[config.mk]
export PLATFORM = sky130hd
export DESIGN_NAME = pct_target
export DESIGN_NICKNAME = d
export VERILOG_FILES = /design/src/core/pct_pkg.sv /design/src/core/pct_bar_match.sv /design/src/core/pct_target.sv
export SDC_FILE = /design/constraint.sdc
export NUM_CORES = 1
export LEC_CHECK = 0
export BUFFER_PORTS_ARGS = -buffer_cell sky130_fd_sc_hd__buf_2
export CELL_PAD_IN_SITES_DETAIL_PLACEMENT = 0
export CELL_PAD_IN_SITES_GLOBAL_PLACEMENT = 1
export CORE_ASPECT_RATIO = 0.8
export CORE_UTILIZATION = 32
export CTS_BUF_LIST = sky130_fd_sc_hd__clkbuf_4
export DETAILED_ROUTE_END_ITERATION = 10
export HOLD_SLACK_MARGIN = 0.05
export PLACE_DENSITY = 0.92
export SKIP_CTS_REPAIR_TIMING = 1
export SYNTH_ARGS = -nofsm -noshare
export SYNTH_HDL_FRONTEND = slang
export SYNTH_SLANG_ARGS = --single-unit
[constraint.sdc]
create_clock -name ref_clk -period 4.4 [get_ports ref_clk]
set_clock_uncertainty 0.15 [all_clocks]
set_input_delay 0.66 -clock ref_clk [delete_from_list [all_inputs] [get_ports ref_clk]]
set_output_delay 0.66 -clock ref_clk [all_outputs]
set_load 0.005 [all_outputs]
[src/core/pct_pkg.sv]
// Package for the PCI target transaction block: timing, decode and command constants.
// Assumes a single 125 MHz clock standing in for the PCI clock; PCI pins arrive synchronous.
// Overview of operation
// - On the edge after the address phase the target captures and decodes address and command.
// - After the address phase the shared lines carry only data and byte enables.
// - The target generates the sequential addresses of later burst data phases itself.
// - A target that decodes a hit claims the transaction by asserting its select line.
// - Only byte lanes with asserted byte enables move in a data phase; the target drives read data on all four lanes.
// - A data phase moves data on an edge with both ready lines asserted, otherwise a wait state repeats it.
// - After the final transfer the target releases both its ready and its select.
// - The bus is idle only when frame, both readies and select are all high.
package pct_pkg;
  localparam int ADDR_W = 32;
  localparam int CMD_W = 4;
  localparam int BE_W = 4;
  localparam int NUM_BAR = 6;
  // Each range spans eight byte addresses
  localparam int BAR_SPAN_BITS = 3;
  localparam logic [3:0] CMD_IO_READ = 4'h2;
  localparam logic [3:0] CMD_IO_WRITE = 4'h3;
  localparam logic [3:0] CMD_MEM_READ = 4'h6;
  localparam logic [3:0] CMD_MEM_WRITE = 4'h7;
  localparam logic [31:0] ADDR_STEP = 32'h0000_0004;
  localparam logic [31:0] RESET_ADDR = 32'h0000_0000;
  localparam logic [3:0] RESET_CMD = 4'h0;
  // Wait states the back end may add before ready, counted in clocks
  localparam int WAIT_CNT_W = 4;
endpackage

[src/core/pct_bar_match.sv]
// One base-address comparator for the target decode.
// Assumes the base value is held stable while transactions run.
`timescale 1ns/1ns
module pct_bar_match #(
  parameter int SPAN_BITS = 3
) (
  // Compare inputs
  input wire logic [31:0] addr,
  input wire logic [31:0] base,
  input wire logic enable,
  // Result
  output logic hit
);
  assign hit = enable && (addr[31:SPAN_BITS] == base[31:SPAN_BITS]);
endmodule

[src/core/pct_target.sv]
// PCI target transaction sequencer: capture, decode, claim, wait states, burst addressing, release.
// Assumes the initiator keeps its own side of the protocol; the back end answers with a ready level.
`timescale 1ns/1ns
module pct_target
  import pct_pkg::*;
#(
  parameter int NUM_RANGES = pct_pkg::NUM_BAR
) (
  // Clock and reset
  input wire logic ref_clk,
  input wire logic rst,
  // PCI initiator side
  input wire logic frameN,
  input wire logic irdyN,
  input wire logic [pct_pkg::ADDR_W-1:0] adIn,
  input wire logic [pct_pkg::CMD_W-1:0] cbeN,
  output logic [pct_pkg::ADDR_W-1:0] adOut,
  output logic adOe,
  output logic devselN,
  output logic devselOe,
  output logic trdyN,
  output logic trdyOe,
  // Base ranges
  input wire logic [NUM_RANGES*32-1:0] barBase,
  input wire logic [NUM_RANGES-1:0] barEnable,
  // Back end
  input wire logic beReady,
  input wire logic [31:0] beRdata,
  output logic [31:0] beAddr,
  output logic [3:0] beCmd,
  output logic [5:0] beRangeHit,
  output logic beWrite,
  output logic beXfer,
  output logic [31:0] beWdata,
  output logic [3:0] beByteEn,
  output logic busIdle
);
  import pct_pkg::*;

  typedef enum logic [1:0] {PCT_IDLE, PCT_DATA, PCT_BUSY} pct_state_e;

  ////////////////////////////////////////////////////////////////
  logic frameQ;
  logic [31:0] addrQ;
  logic [3:0] cmdQ;
  logic [NUM_RANGES-1:0] hitVec;
  logic isHit;
  logic cmdOk;
  logic addrPhase;
  logic xfer;
  logic lastXfer;
  pct_state_e state_q;

  // Address phase is frame falling while the bus was idle
  assign addrPhase = !frameN && frameQ && (state_q == PCT_IDLE);

  genvar gi;
  generate
    for (gi = 0; gi < NUM_RANGES; gi++) begin : g_bar
      pct_bar_match #(.SPAN_BITS(BAR_SPAN_BITS)) u_match (
        .addr(adIn),
        .base(barBase[gi*32 +: 32]),
        .enable(barEnable[gi]),
        .hit(hitVec[gi])
      );
    end
  endgenerate

  assign cmdOk = (cbeN == CMD_IO_READ) || (cbeN == CMD_IO_WRITE) ||
                 (cbeN == CMD_MEM_READ) || (cbeN == CMD_MEM_WRITE);
  assign isHit = (|hitVec) && cmdOk;

  always_ff @(posedge ref_clk or posedge rst) begin
    if (rst) begin
      frameQ <= 1'b1;
    end else begin
      frameQ <= frameN;
    end
  end

  ////////////////////////////////////////////////////////////////
  // both ready lines low
  assign xfer = (state_q == PCT_DATA) && !irdyN && !trdyN;
  // last phase when frame is high
  assign lastXfer = xfer && frameN;

  always_ff @(posedge ref_clk or posedge rst) begin
    if (rst) begin
      state_q <= PCT_IDLE;
    end else begin
      case (state_q)
        PCT_IDLE: begin
          // A miss still waits for the foreign transaction to end
          if (addrPhase) begin
            state_q <= isHit ? PCT_DATA : PCT_BUSY;
          end
        end
        PCT_DATA: begin
          if (lastXfer) begin
            state_q <= PCT_IDLE;
          end
        end
        default: begin
          if (frameN && irdyN) begin
            state_q <= PCT_IDLE;
          end
        end
      endcase
    end
  end

  always_ff @(posedge ref_clk or posedge rst) begin
    if (rst) begin
      addrQ <= RESET_ADDR;
      cmdQ <= RESET_CMD;
      beRangeHit <= 6'h00;
    end else if (addrPhase) begin
      addrQ <= adIn;
      cmdQ <= cbeN;
      beRangeHit <= 6'(hitVec);
    end else if (xfer) begin
      addrQ <= addrQ + ADDR_STEP;
    end
  end

  ////////////////////////////////////////////////////////////////
  // claim with select
  always_ff @(posedge ref_clk or posedge rst) begin
    if (rst) begin
      devselN <= 1'b1;
    end else if (addrPhase && isHit) begin
      devselN <= 1'b0;
    end else if (lastXfer) begin
      devselN <= 1'b1;
    end
  end

  always_ff @(posedge ref_clk or posedge rst) begin
    if (rst) begin
      trdyN <= 1'b1;
    end else if (state_q == PCT_DATA && !lastXfer && !(xfer && !trdyN)) begin
      trdyN <= !beReady;
    end else begin
      trdyN <= 1'b1;
    end
  end

  assign devselOe = (state_q == PCT_DATA);
  assign trdyOe = (state_q == PCT_DATA);

  ////////////////////////////////////////////////////////////////
  // lines carry data and byte enables
  always_ff @(posedge ref_clk or posedge rst) begin
    if (rst) begin
      beWdata <= 32'h0000_0000;
      beByteEn <= 4'h0;
      beXfer <= 1'b0;
      adOut <= 32'h0000_0000;
    end else begin
      beXfer <= xfer;
      if (xfer) begin
        beByteEn <= ~cbeN;
        beWdata <= adIn & {{8{~cbeN[3]}}, {8{~cbeN[2]}}, {8{~cbeN[1]}}, {8{~cbeN[0]}}};
      end
      adOut <= beRdata;
    end
  end

  assign adOe = (state_q == PCT_DATA) && !cmdQ[0];
  assign beAddr = addrQ;
  assign beCmd = cmdQ;
  assign beWrite = cmdQ[0];
  assign busIdle = frameN && irdyN && trdyN && devselN;

  ////////////////////////////////////////////////////////////////
  property p_claim;
    @(posedge ref_clk) disable iff (rst) addrPhase && isHit |=> !devselN;
  endproperty
  a_claim: assert property (p_claim) else $error("select not asserted after hit");

  property p_noclaim;
    @(posedge ref_clk) disable iff (rst) addrPhase && !isHit |=> devselN && trdyN;
  endproperty
  a_noclaim: assert property (p_noclaim) else $error("claimed a miss");

  property p_release;
    @(posedge ref_clk) disable iff (rst) lastXfer |=> devselN && trdyN;
  endproperty
  a_release: assert property (p_release) else $error("not released after last transfer");

  property p_latch;
    @(posedge ref_clk) disable iff (rst) addrPhase |=> addrQ == $past(adIn) && cmdQ == $past(cbeN);
  endproperty
  a_latch: assert property (p_latch) else $error("address or command not latched");

  property p_burst;
    @(posedge ref_clk) disable iff (rst) xfer |=> addrQ == $past(addrQ) + ADDR_STEP;
  endproperty
  a_burst: assert property (p_burst) else $error("burst address not stepped");

  property p_wait;
    @(posedge ref_clk) disable iff (rst) (state_q == PCT_DATA) && (irdyN || trdyN) |=> addrQ == $past(addrQ);
  endproperty
  a_wait: assert property (p_wait) else $error("address moved in wait state");

  property p_lanes;
    @(posedge ref_clk) disable iff (rst) xfer |=> beByteEn == ~$past(cbeN);
  endproperty
  a_lanes: assert property (p_lanes) else $error("byte enables not passed");

  property p_idle;
    @(posedge ref_clk) disable iff (rst) busIdle |-> !devselOe && !trdyOe && !adOe;
  endproperty
  a_idle: assert property (p_idle) else $error("idle flagged with bus active");

  property p_ready_only_claimed;
    @(posedge ref_clk) disable iff (rst) !trdyN |-> !devselN;
  endproperty
  a_ready_only_claimed: assert property (p_ready_only_claimed) else $error("ready without select");
endmodule

==> results.py, run 1 <==
metrics = {
    "floorplanning": {
        "core-area_um2": 20800,
        "die_w_um": 165,
        "die_y_um": 132,
        "row_count": 47,
        "start_util_pct": 32.7,
        "die-area_um2": 21800,
        "io_pins": 389,
    },
    "detailed_routing": {
        "drtIter0Drc": 514,
        "vias": 7160,
        "routed_wl_um": 30000,
        "drtPass1Iterations": 5,
        "via_per_inst": 5.13,
        "drc": 0,
        "wl_per_cell_um": 21.5,
        "ant_nets": 0,
    },
    "sta": {
        "worst_slack_ns": 1.45,
        "max_freq_ghz": 0.338,
        "layout_min_cycle_time_ns": 2.95,
        "rsz0062_at_grt": "no",
        "tightest_slew_ns": 0.973,
        "timing.final.hold_violations": 0,
        "maxSlewViolCount": 0,
        "timing.final.crit_share_pct": 67.2,
        "setup-tns-final_ns": 0,
        "setup_viol": 0,
        "max-slew-margin-rel_pct": 35.1,
    },
    "worst_hold_path": {
        "hp-start": "beReady",
        "min_path_cells": 2,
        "hold_end": "trdyN",
        "hold_class": "primary input to flop",
    },
    "logic_synthesis": {
        "syn_inst": 742,
        "postSynth.asyncResetShare_pct": 100,
        "ys_seq_area_share_pct": 42.8,
        "syn_area_um2": 6800,
        "ys_ff_latch": 116,
        "synthFlopType": "dfrtp_1",
        "yosysMostFrequentCell": "nand2_1",
        "ys_top_cells_by_count": "nand2_1, xor2_1, dfrtp_1",
        "yosys_warnings": 0,
        "synth_cell_type_count": 41,
        "synth_largest_area_cell": "dfrtp_1",
        "synth-edff-count": 0,
        "syn_nets": 1014,
        "avgSynthCellArea_um2": 9.16,
        "yosys-top-cells-area": "dfrtp_1, xor2_1, nand2_1",
        "synth.top_cell.area_share_pct": 41.6,
    },
    "cells_and_area": {
        "fin_nets": 1385,
        "final_area_um2": 9490,
        "area_growth_pct": 39.6,
        "drive_gt1_share_pct": 37.1,
        "finalCoreUtilization_pct": 45.7,
        "stdcell_count": 1395,
    },
    "power_and_ir_drop": {
        "ir_worst_vdd_v": 0.000189,
        "p_per_area_nw_per_um2": 314,
        "p_leak_nw": 4.75,
    },
    "critical_path": {
        "rr_worst_depth": 6,
        "cp-end-kind": "flop",
        "critPathKind": "flop to flop",
        "cp.arrival_ns": 3.21,
        "rr_endpoint": "beAddr[25]",
        "startpoint_type": "flop",
        "crit_fanout": 37,
        "reg2reg_slack_ns": 1.45,
        "cp.required_ns": 4.65,
        "r2r-start": "state_q[1]",
    },
    "global_routing": {
        "overflow": 0,
        "grt_use_total_pct": 26.7,
        "antenna_found_initial": 4,
        "grt_max_degree": 70,
        "grt_pass1_wl_um": 41300,
        "grt_pass1_vias": 6525,
    },
    "clock_tree": {
        "cts_root_buf": "clkbuf_4",
        "clockBufferDepth": 2,
        "cts_sinks": 116,
        "clk_pin_slew_ns": 0.13,
        "cts_tree": "yes",
        "htreeDepth": 4,
        "insertion_delay_ns": 0.52,
        "numCtsBuffers": 17,
    },
    "status": {
        "status": "completed",
    },
    "place": {
        "pre_cts_slack_ns": 1.18,
        "post_dp_cell_area_um2": 8820,
        "placedCellCount": 1329,
        "place.gp.congestion": 0.871,
        "port_buffers": 370,
        "place_hpwl_um": 22100,
    },
    "job": {
        "cap_violations": 0,
    },
}
==> registers in the layout, indices dropped and copies added (netlist names) <==
register and cells:
trdyN 1, beWdata 32, beByteEn 4, adOut 32, beAddr 32, state_q 2
devselN 1, beRangeHit 6, beXfer 1, beCmd 4, frameQ 1
==> layout by cell type, fill, tap and decap left out, types with 3 or more instances in the layout <==
cell type	Yosys	layout
nor4_1	32	32
a31oi_1	3	3
nor3_1	10	10
inv_6	0	3
dlygate4sd3_1	0	34
o311ai_0	5	5
o211ai_1	3	3
nand2_1	133	133
a32oi_1	3	3
dfstp_2	3	3
and3_1	5	5
o21ai_0	30	30
inv_1	9	7
bufinv_16	0	4
nand3_1	26	26
nand2b_1	3	3
a22oi_1	10	10
a21oi_1	10	10
nand4_1	21	21
buf_4	2	4
clkbuf_4	0	17
buf_2	0	370
nor2_1	21	20
or4_1	8	8
clkinv_4	0	4
xnor2_1	54	54
dfrtp_1	113	113
xor2_1	121	121
nand3b_1	33	33
a221o_1	8	8
==> kinds of logic (layout without fill, tap and decap cells) <==
group / count (synthesis) / after routing / share of synthesized area [%]
AOI/OAI and AO/OA: 77 / 77 / 7.53
DFF: 116 / 116 / 42.8
buffers and inverters: 66 / 449 / 3.75
other: 0 / 1 / 0
xor gates and xnor gates: 175 / 175 / 22.5
and+or+nand+nor: 307 / 307 / 23.2
adders and majority gates: 1 / 1 / 0.184
==> layout make-up <==
cell class	count	area, µm²
Fill cell	2048	11300
Multi-Input combinational cell	560	3640
Sequential cell	116	2910
Timing Repair Buffer	409	2240
Tap cell	269	337
Clock inverter	14	201
Clock buffer	17	128
Inverter	9	36.3
Antenna cell	1	2.50
==> through the flow <==
stage	hold WS [ns]	power (mW)
final	0.118	2.98
after global routing	0.0583	3.14
after CTS	0.0167	2.98
after detailed placement	0.300	2.04
after global placement	0.295	2.03
after floorplan	0.313	1.65
==> layer usage <==
metal,vias up,track usage [%],share of wire (%)
met3,48,6.67,8.9
li1,3281,-,-
met1,3465,35.9,42
met5,-,0,0.040
met4,2,6.42,1.9
met2,364,42.7,47
==> power breakdown <==
group / leakage, nW / total [mW] / switching (mW) / internal (mW)
Sequential: 1.46 / 1.32 / 0.141 / 1.18
Clock: 0.169 / 0.931 / 0.475 / 0.455
Combinational: 3.13 / 0.728 / 0.386 / 0.342
==> worst max path at each step <==
stage	endpoint	slack, ns	cells past startpoint	from
floorplan	adOut[0]	0.52	1	rst
global placement	devselN	1.15	8	adIn[11]
detailed placement	devselN	1.18	8	adIn[11]
CTS	beAddr[16]	1.45	6	state_q[1]
global route	beAddr[16]	1.23	6	state_q[1]
finish	beAddr[25]	1.45	6	state_q[1]
==> critical path, cell delays in order (launching register included) <==
cell and delay [ns]:
dfrtp_1 0.45, nand2b_1 0.20, or3_2 0.64, inv_2 0.61
nor2_2 0.37, a222oi_1 0.28, o21ai_0 0.12
(Power assumes the default switching activity.)
==> inputs of run 2 (changes only) <==
clock period = 3.06 ns   (was 4.4 ns; I/O delays follow)
==> results.py, run 2 (synthesis results as in run 1) <==
metrics = {
    "cells_and_area": {
        "final_area_um2": 9730,
        "stdcell_count": 1430,
        "fin_nets": 1419,
        "mostFrequentLayoutCells": "buf_2, nand2_1, xor2_1",
        "area_growth_pct": 43.2,
        "layout_commonest_cell": "buf_2",
        "drive_gt1_share_pct": 38.4,
    },
    "place": {
        "place.gp.congestion": 0.881,
        "pre_cts_slack_ns": 0.0168,
        "place_hpwl_um": 24100,
        "port_buffers": 370,
        "post_dp_cell_area_um2": 9070,
        "placedCellCount": 1358,
    },
    "sta": {
        "worst_slack_ns": 0.468,
        "max-slew-margin-rel_pct": 57.2,
        "setup_viol": 0,
        "layout_min_cycle_time_ns": 2.59,
        "tightest_slew_ns": 0.637,
        "maxSlewViolCount": 0,
        "rsz0062_at_grt": "no",
        "max_freq_ghz": 0.386,
        "timing.final.hold_violations": 0,
        "setup-tns-final_ns": 0,
        "timing.final.crit_share_pct": 84.7,
    },
    "critical_path": {
        "cp.required_ns": 3.39,
        "rr_worst_depth": 8,
        "reg2reg_slack_ns": 0.51,
        "slowest_delay_ns": 0.59,
        "cp_cell_sequence": "buf_2, buf_4, xor2_1, nor4_1, buf_4, nand4_1, or4_1, nand2_1, o311ai_0, nor2b_1",
        "startpoint_type": "primary input",
        "cp-end-kind": "flop",
        "crit_fanout": 4,
        "cp.buffers_inverters": 3,
        "startpoint": "adIn[11]",
        "cp.depth": 10,
        "r2r-start": "beAddr[2]",
        "critPathCapture": "devselN",
        "rr_endpoint": "beAddr[24]",
        "slowest_stage": "nor4_1",
        "crit_top_cell": "buf_4",
        "cp.arrival_ns": 2.92,
        "critPathKind": "primary input to flop",
        "crit_family": "simple AND/OR/NAND/NOR gates",
    },
    "clock_tree": {
        "cts_sinks": 116,
        "htreeDepth": 4,
        "cts_tree": "yes",
        "clockBufferDepth": 2,
        "cts_root_buf": "clkbuf_4",
        "clk_pin_slew_ns": 0.12,
        "insertion_delay_ns": 0.54,
        "numCtsBuffers": 17,
    },
    "worst_hold_path": {
        "hold_class": "primary input to flop",
        "min_path_cells": 3,
    },
    "power_and_ir_drop": {
        "p_leak_nw": 4.89,
        "ir_worst_vdd_v": 0.000209,
        "total_power_mw": 4.12,
        "p_per_area_nw_per_um2": 423,
    },
    "detailed_routing": {
        "drc": 0,
        "drtPass1Iterations": 5,
        "ant_nets": 0,
        "drtIter0Drc": 675,
        "vias": 7420,
        "routed_wl_um": 31500,
        "via_per_inst": 5.19,
        "wl_per_cell_um": 22.0,
    },
    "job": {
        "cap_violations": 0,
    },
    "floorplanning": {
        "core-area_um2": 20800,
        "die_w_um": 165,
        "die-area_um2": 21800,
        "start_util_pct": 32.7,
        "io_pins": 389,
        "row_count": 47,
        "die_y_um": 132,
    },
    "global_routing": {
        "grt_pass1_vias": 6956,
        "antenna_found_initial": 2,
        "grt_pass1_wl_um": 43600,
        "overflow": 0,
        "grt_max_degree": 75,
        "grt_use_total_pct": 28.4,
    },
    "status": {
        "status": "completed",
    },
}
## run 2: worst register-to-register path, stage by stage, from the launching register on
cell	delay, ns
dfrtp_1	0.45
ha_1	0.20
and3_1	0.22
nand3_1	0.24
nor4_4	0.27
nand3_2	0.21
or2_1	0.28
or4_1	0.40
nand3_1	0.08
## run 2: layer usage
metal	GRT usage, %	vias up	part of all wire, %
met2	44.8	428	46
li1	-	3350	-
met4	9.84	2	3.0
met3	8.21	67	9.2
met1	36.8	3573	42
met5	0	-	0.041
## run 2: layout make-up
type | instances | area (µm²)
antenna | 1 | 2.50
clock buffer | 18 | 135
clock inverter | 14 | 131
fill | 2032 | 11000
inverter | 9 | 37.5
multi-input combinational | 560 | 3640
sequential | 116 | 2910
tap | 269 | 337
timing repair buffer | 443 | 2550
## run 2: stage by stage
step / utilization, % / hold slack (ns)
after detailed placement: 43.7 / 0.304
final: 46.9 / 0.111
after floorplan: - / 0.313
after global routing: 46.9 / 0.0700
after CTS: 45.0 / -0.210
after global placement: 43.7 / 0.296
## run 2: where the power goes
part	leakage, nW	switching [mW]	total [mW]	internal, mW
combinational	3.29	0.579	1.10	0.523
clock	0.135	0.689	1.11	0.419
sequential	1.46	0.202	1.90	1.70
total	4.89	1.47	4.12	2.64
## run 2: how the worst min path moves through the flow
stage	start	end	slack, ns
2_1_floorplan	beWdata[0]	beWdata[0]	0.31
3_3_place_gp	beWdata[16]	beWdata[16]	0.30
5_1_grt	adIn[14]	beAddr[14]	0.07
3_5_place_dp	beWdata[26]	beWdata[26]	0.30
4_1_cts	beRdata[1]	adOut[1]	-0.21
6_report	cbeN[1]	beCmd[1]	0.11
==> inputs of run 3 (changes only) <==
ABC_AREA = 1   (was not set)
CORE_UTILIZATION = 28   (was 32)
PLACE_DENSITY = 0.88   (was 0.92)
clock period = 2.1 ns   (was 3.06 ns; I/O delays follow)
==> results.py, run 3 <==
metrics = {
    "status": {
        "status": "completed",
    },
    "global_routing": {
        "grt_max_degree": 47,
        "grt_use_total_pct": 26.8,
        "antenna_found_initial": 8,
        "overflow": 0,
        "grt_pass1_vias": 9041,
        "grt_pass1_wl_um": 54600,
    },
    "place": {
        "place.gp.congestion": 0.927,
        "place_hpwl_um": 31600,
        "pre_cts_slack_ns": -0.106,
        "port_buffers": 370,
    },
    "critical_path": {
        "cp-end-kind": "flop",
        "critPathKind": "flop to flop",
        "startpoint_type": "flop",
        "cp.arrival_ns": 2.32,
        "crit_fanout": 5,
        "cp.required_ns": 2.43,
    },
    "floorplanning": {
        "die_w_um": 187,
        "start_util_pct": 28.8,
        "io_pins": 389,
        "row_count": 53,
        "die_y_um": 150,
        "die-area_um2": 28000,
        "core-area_um2": 26600,
    },
    "detailed_routing": {
        "routed_wl_um": 38700,
        "drtPass1Iterations": 5,
        "wl_per_cell_um": 18.5,
        "drc": 0,
        "drtIter0Drc": 666,
        "vias": 9721,
        "via_per_inst": 4.64,
        "ant_nets": 0,
    },
    "clock_tree": {
        "cts_tree": "yes",
        "clockBufferDepth": 2,
        "cts_sinks": 116,
        "htreeDepth": 4,
        "insertion_delay_ns": 0.53,
        "clk_pin_slew_ns": 0.13,
        "cts_root_buf": "clkbuf_4",
        "numCtsBuffers": 17,
    },
    "logic_synthesis": {
        "synthFlopType": "dfrtp_1",
        "syn_area_um2": 7660,
        "avgSynthCellArea_um2": 6.38,
        "synth_largest_area_cell": "dfrtp_1",
        "postSynth.asyncResetShare_pct": 100,
        "ys_top_cells_by_count": "nand2_1, inv_1, nor2_1",
        "syn_inst": 1200,
        "synth-edff-count": 0,
        "yosys-top-cells-area": "dfrtp_1, nand2_1, inv_1",
        "ys_ff_latch": 116,
        "yosysMostFrequentCell": "nand2_1",
        "syn_nets": 1472,
        "synth_cell_type_count": 39,
        "synth.top_cell.area_share_pct": 36.9,
        "ys_seq_area_share_pct": 38.0,
        "yosys_warnings": 0,
    },
    "sta": {
        "worst_slack_ns": 0.117,
        "timing.final.crit_share_pct": 94.4,
        "max_freq_ghz": 0.504,
        "tightest_slew_ns": 0.519,
        "whs_ns": 0.0979,
        "max-slew-margin-rel_pct": 65.4,
        "setup_viol": 0,
        "maxSlewViolCount": 0,
        "layout_min_cycle_time_ns": 1.98,
        "timing.final.hold_violations": 0,
    },
    "cells_and_area": {
        "area_growth_pct": 50.8,
        "finalCoreUtilization_pct": 43.4,
        "mostFrequentLayoutCells": "nand2_1, buf_2, inv_1",
        "fin_nets": 1991,
        "layout_commonest_cell": "nand2_1",
        "drive_gt1_share_pct": 31.8,
    },
    "worst_hold_path": {
        "hold_class": "primary input to flop",
    },
    "power_and_ir_drop": {
        "ir_worst_vdd_v": 0.000393,
        "p_per_area_nw_per_um2": 578,
        "p_leak_nw": 6.65,
    },
    "job": {
        "cap_violations": 0,
    },
}
run 3: changes by cell type after synthesis, moves of 12 or more:
cell      previous run  this run
nand2_1            133       530
inv_1                9       157
nor2_1              21       130
xor2_1             121        23
o21ai_0             30       101
clkbuf_1            49         5
xnor2_1             54        10
nand3b_1            33         1
nor4_1              32         2
o221ai_1             0        16
nand4_1             21         7
nand3_1             26        14
run 3: report_power, final:
part | switching [mW] | total [mW] | internal, mW
logic | 1.12 | 2.04 | 0.919
registers | 0.285 | 2.77 | 2.48
clock network | 1.01 | 1.87 | 0.856
total | 2.42 | 6.67 | 4.26
run 3: cell families after synthesis:
kind of cell	count (synthesis)	share of synthesized area (%)
simple gates	715	37.2
compound gates	142	10.7
buf+inv	192	10.1
fa+ha+maj	1	0.163
mux	1	0.147
flops	116	38.0
xor+xnor	33	3.77
run 3: final cells by class:
cell class	instances	area [µm²]
well taps	357	447
fillers	2825	15000
diodes	5	12.5
clock inverters	15	191
flip-flops and latches	116	2910
multi-input cells	892	4010
inverters	166	627
repair buffers	526	3230
clock buffers	17	128
run 3: final timing paths:
kind | from | endpoint | slack (ns) | depth (start not counted)
worst max register to register | state_q[1] | beWdata[2] | 0.12 | 7
worst min register to register | beByteEn[0] | beByteEn[0] | 0.34 | 2
max in group asynchronous | rst | beWdata[11] | 0.96 | 4
min in group asynchronous | rst | adOut[24] | 0.21 | 3
worst min-delay path | adIn[5] | beAddr[5] | 0.1 | 3
worst max-delay path | state_q[1] | beWdata[2] | 0.12 | 7
run 3: per-stage QoR:
step                      cell area [µm²]  TNS (ns)  std cells  power [mW]
after floorplan                      7660         0       1200        3.61
after global placement              10700    -0.145       2006        4.71
after detailed placement            10700    -0.224       2006        4.75
after CTS                           11000         0       2038        6.62
after global routing                11500   -0.0374       2093        7.06
final                               11500         0       2094        6.67
run 3: worst max-delay path: stages, from the launching register on:
cell           delay, ns
dfrtp_1             0.42
nor2_2              0.14
inv_2               0.07
nor3_4              0.28
buf_4               0.21
nand3_1             0.06
dlygate4sd3_1       0.55
nand2_1             0.05
run 3: per-layer routing:
metal	wire length, µm	share of wire, %	global-route usage, %
met1	16400	42	33.9
met5	30	0.078	0
met2	18500	48	46.5
met3	2880	7.5	4.76
met4	886	2.3	8.65
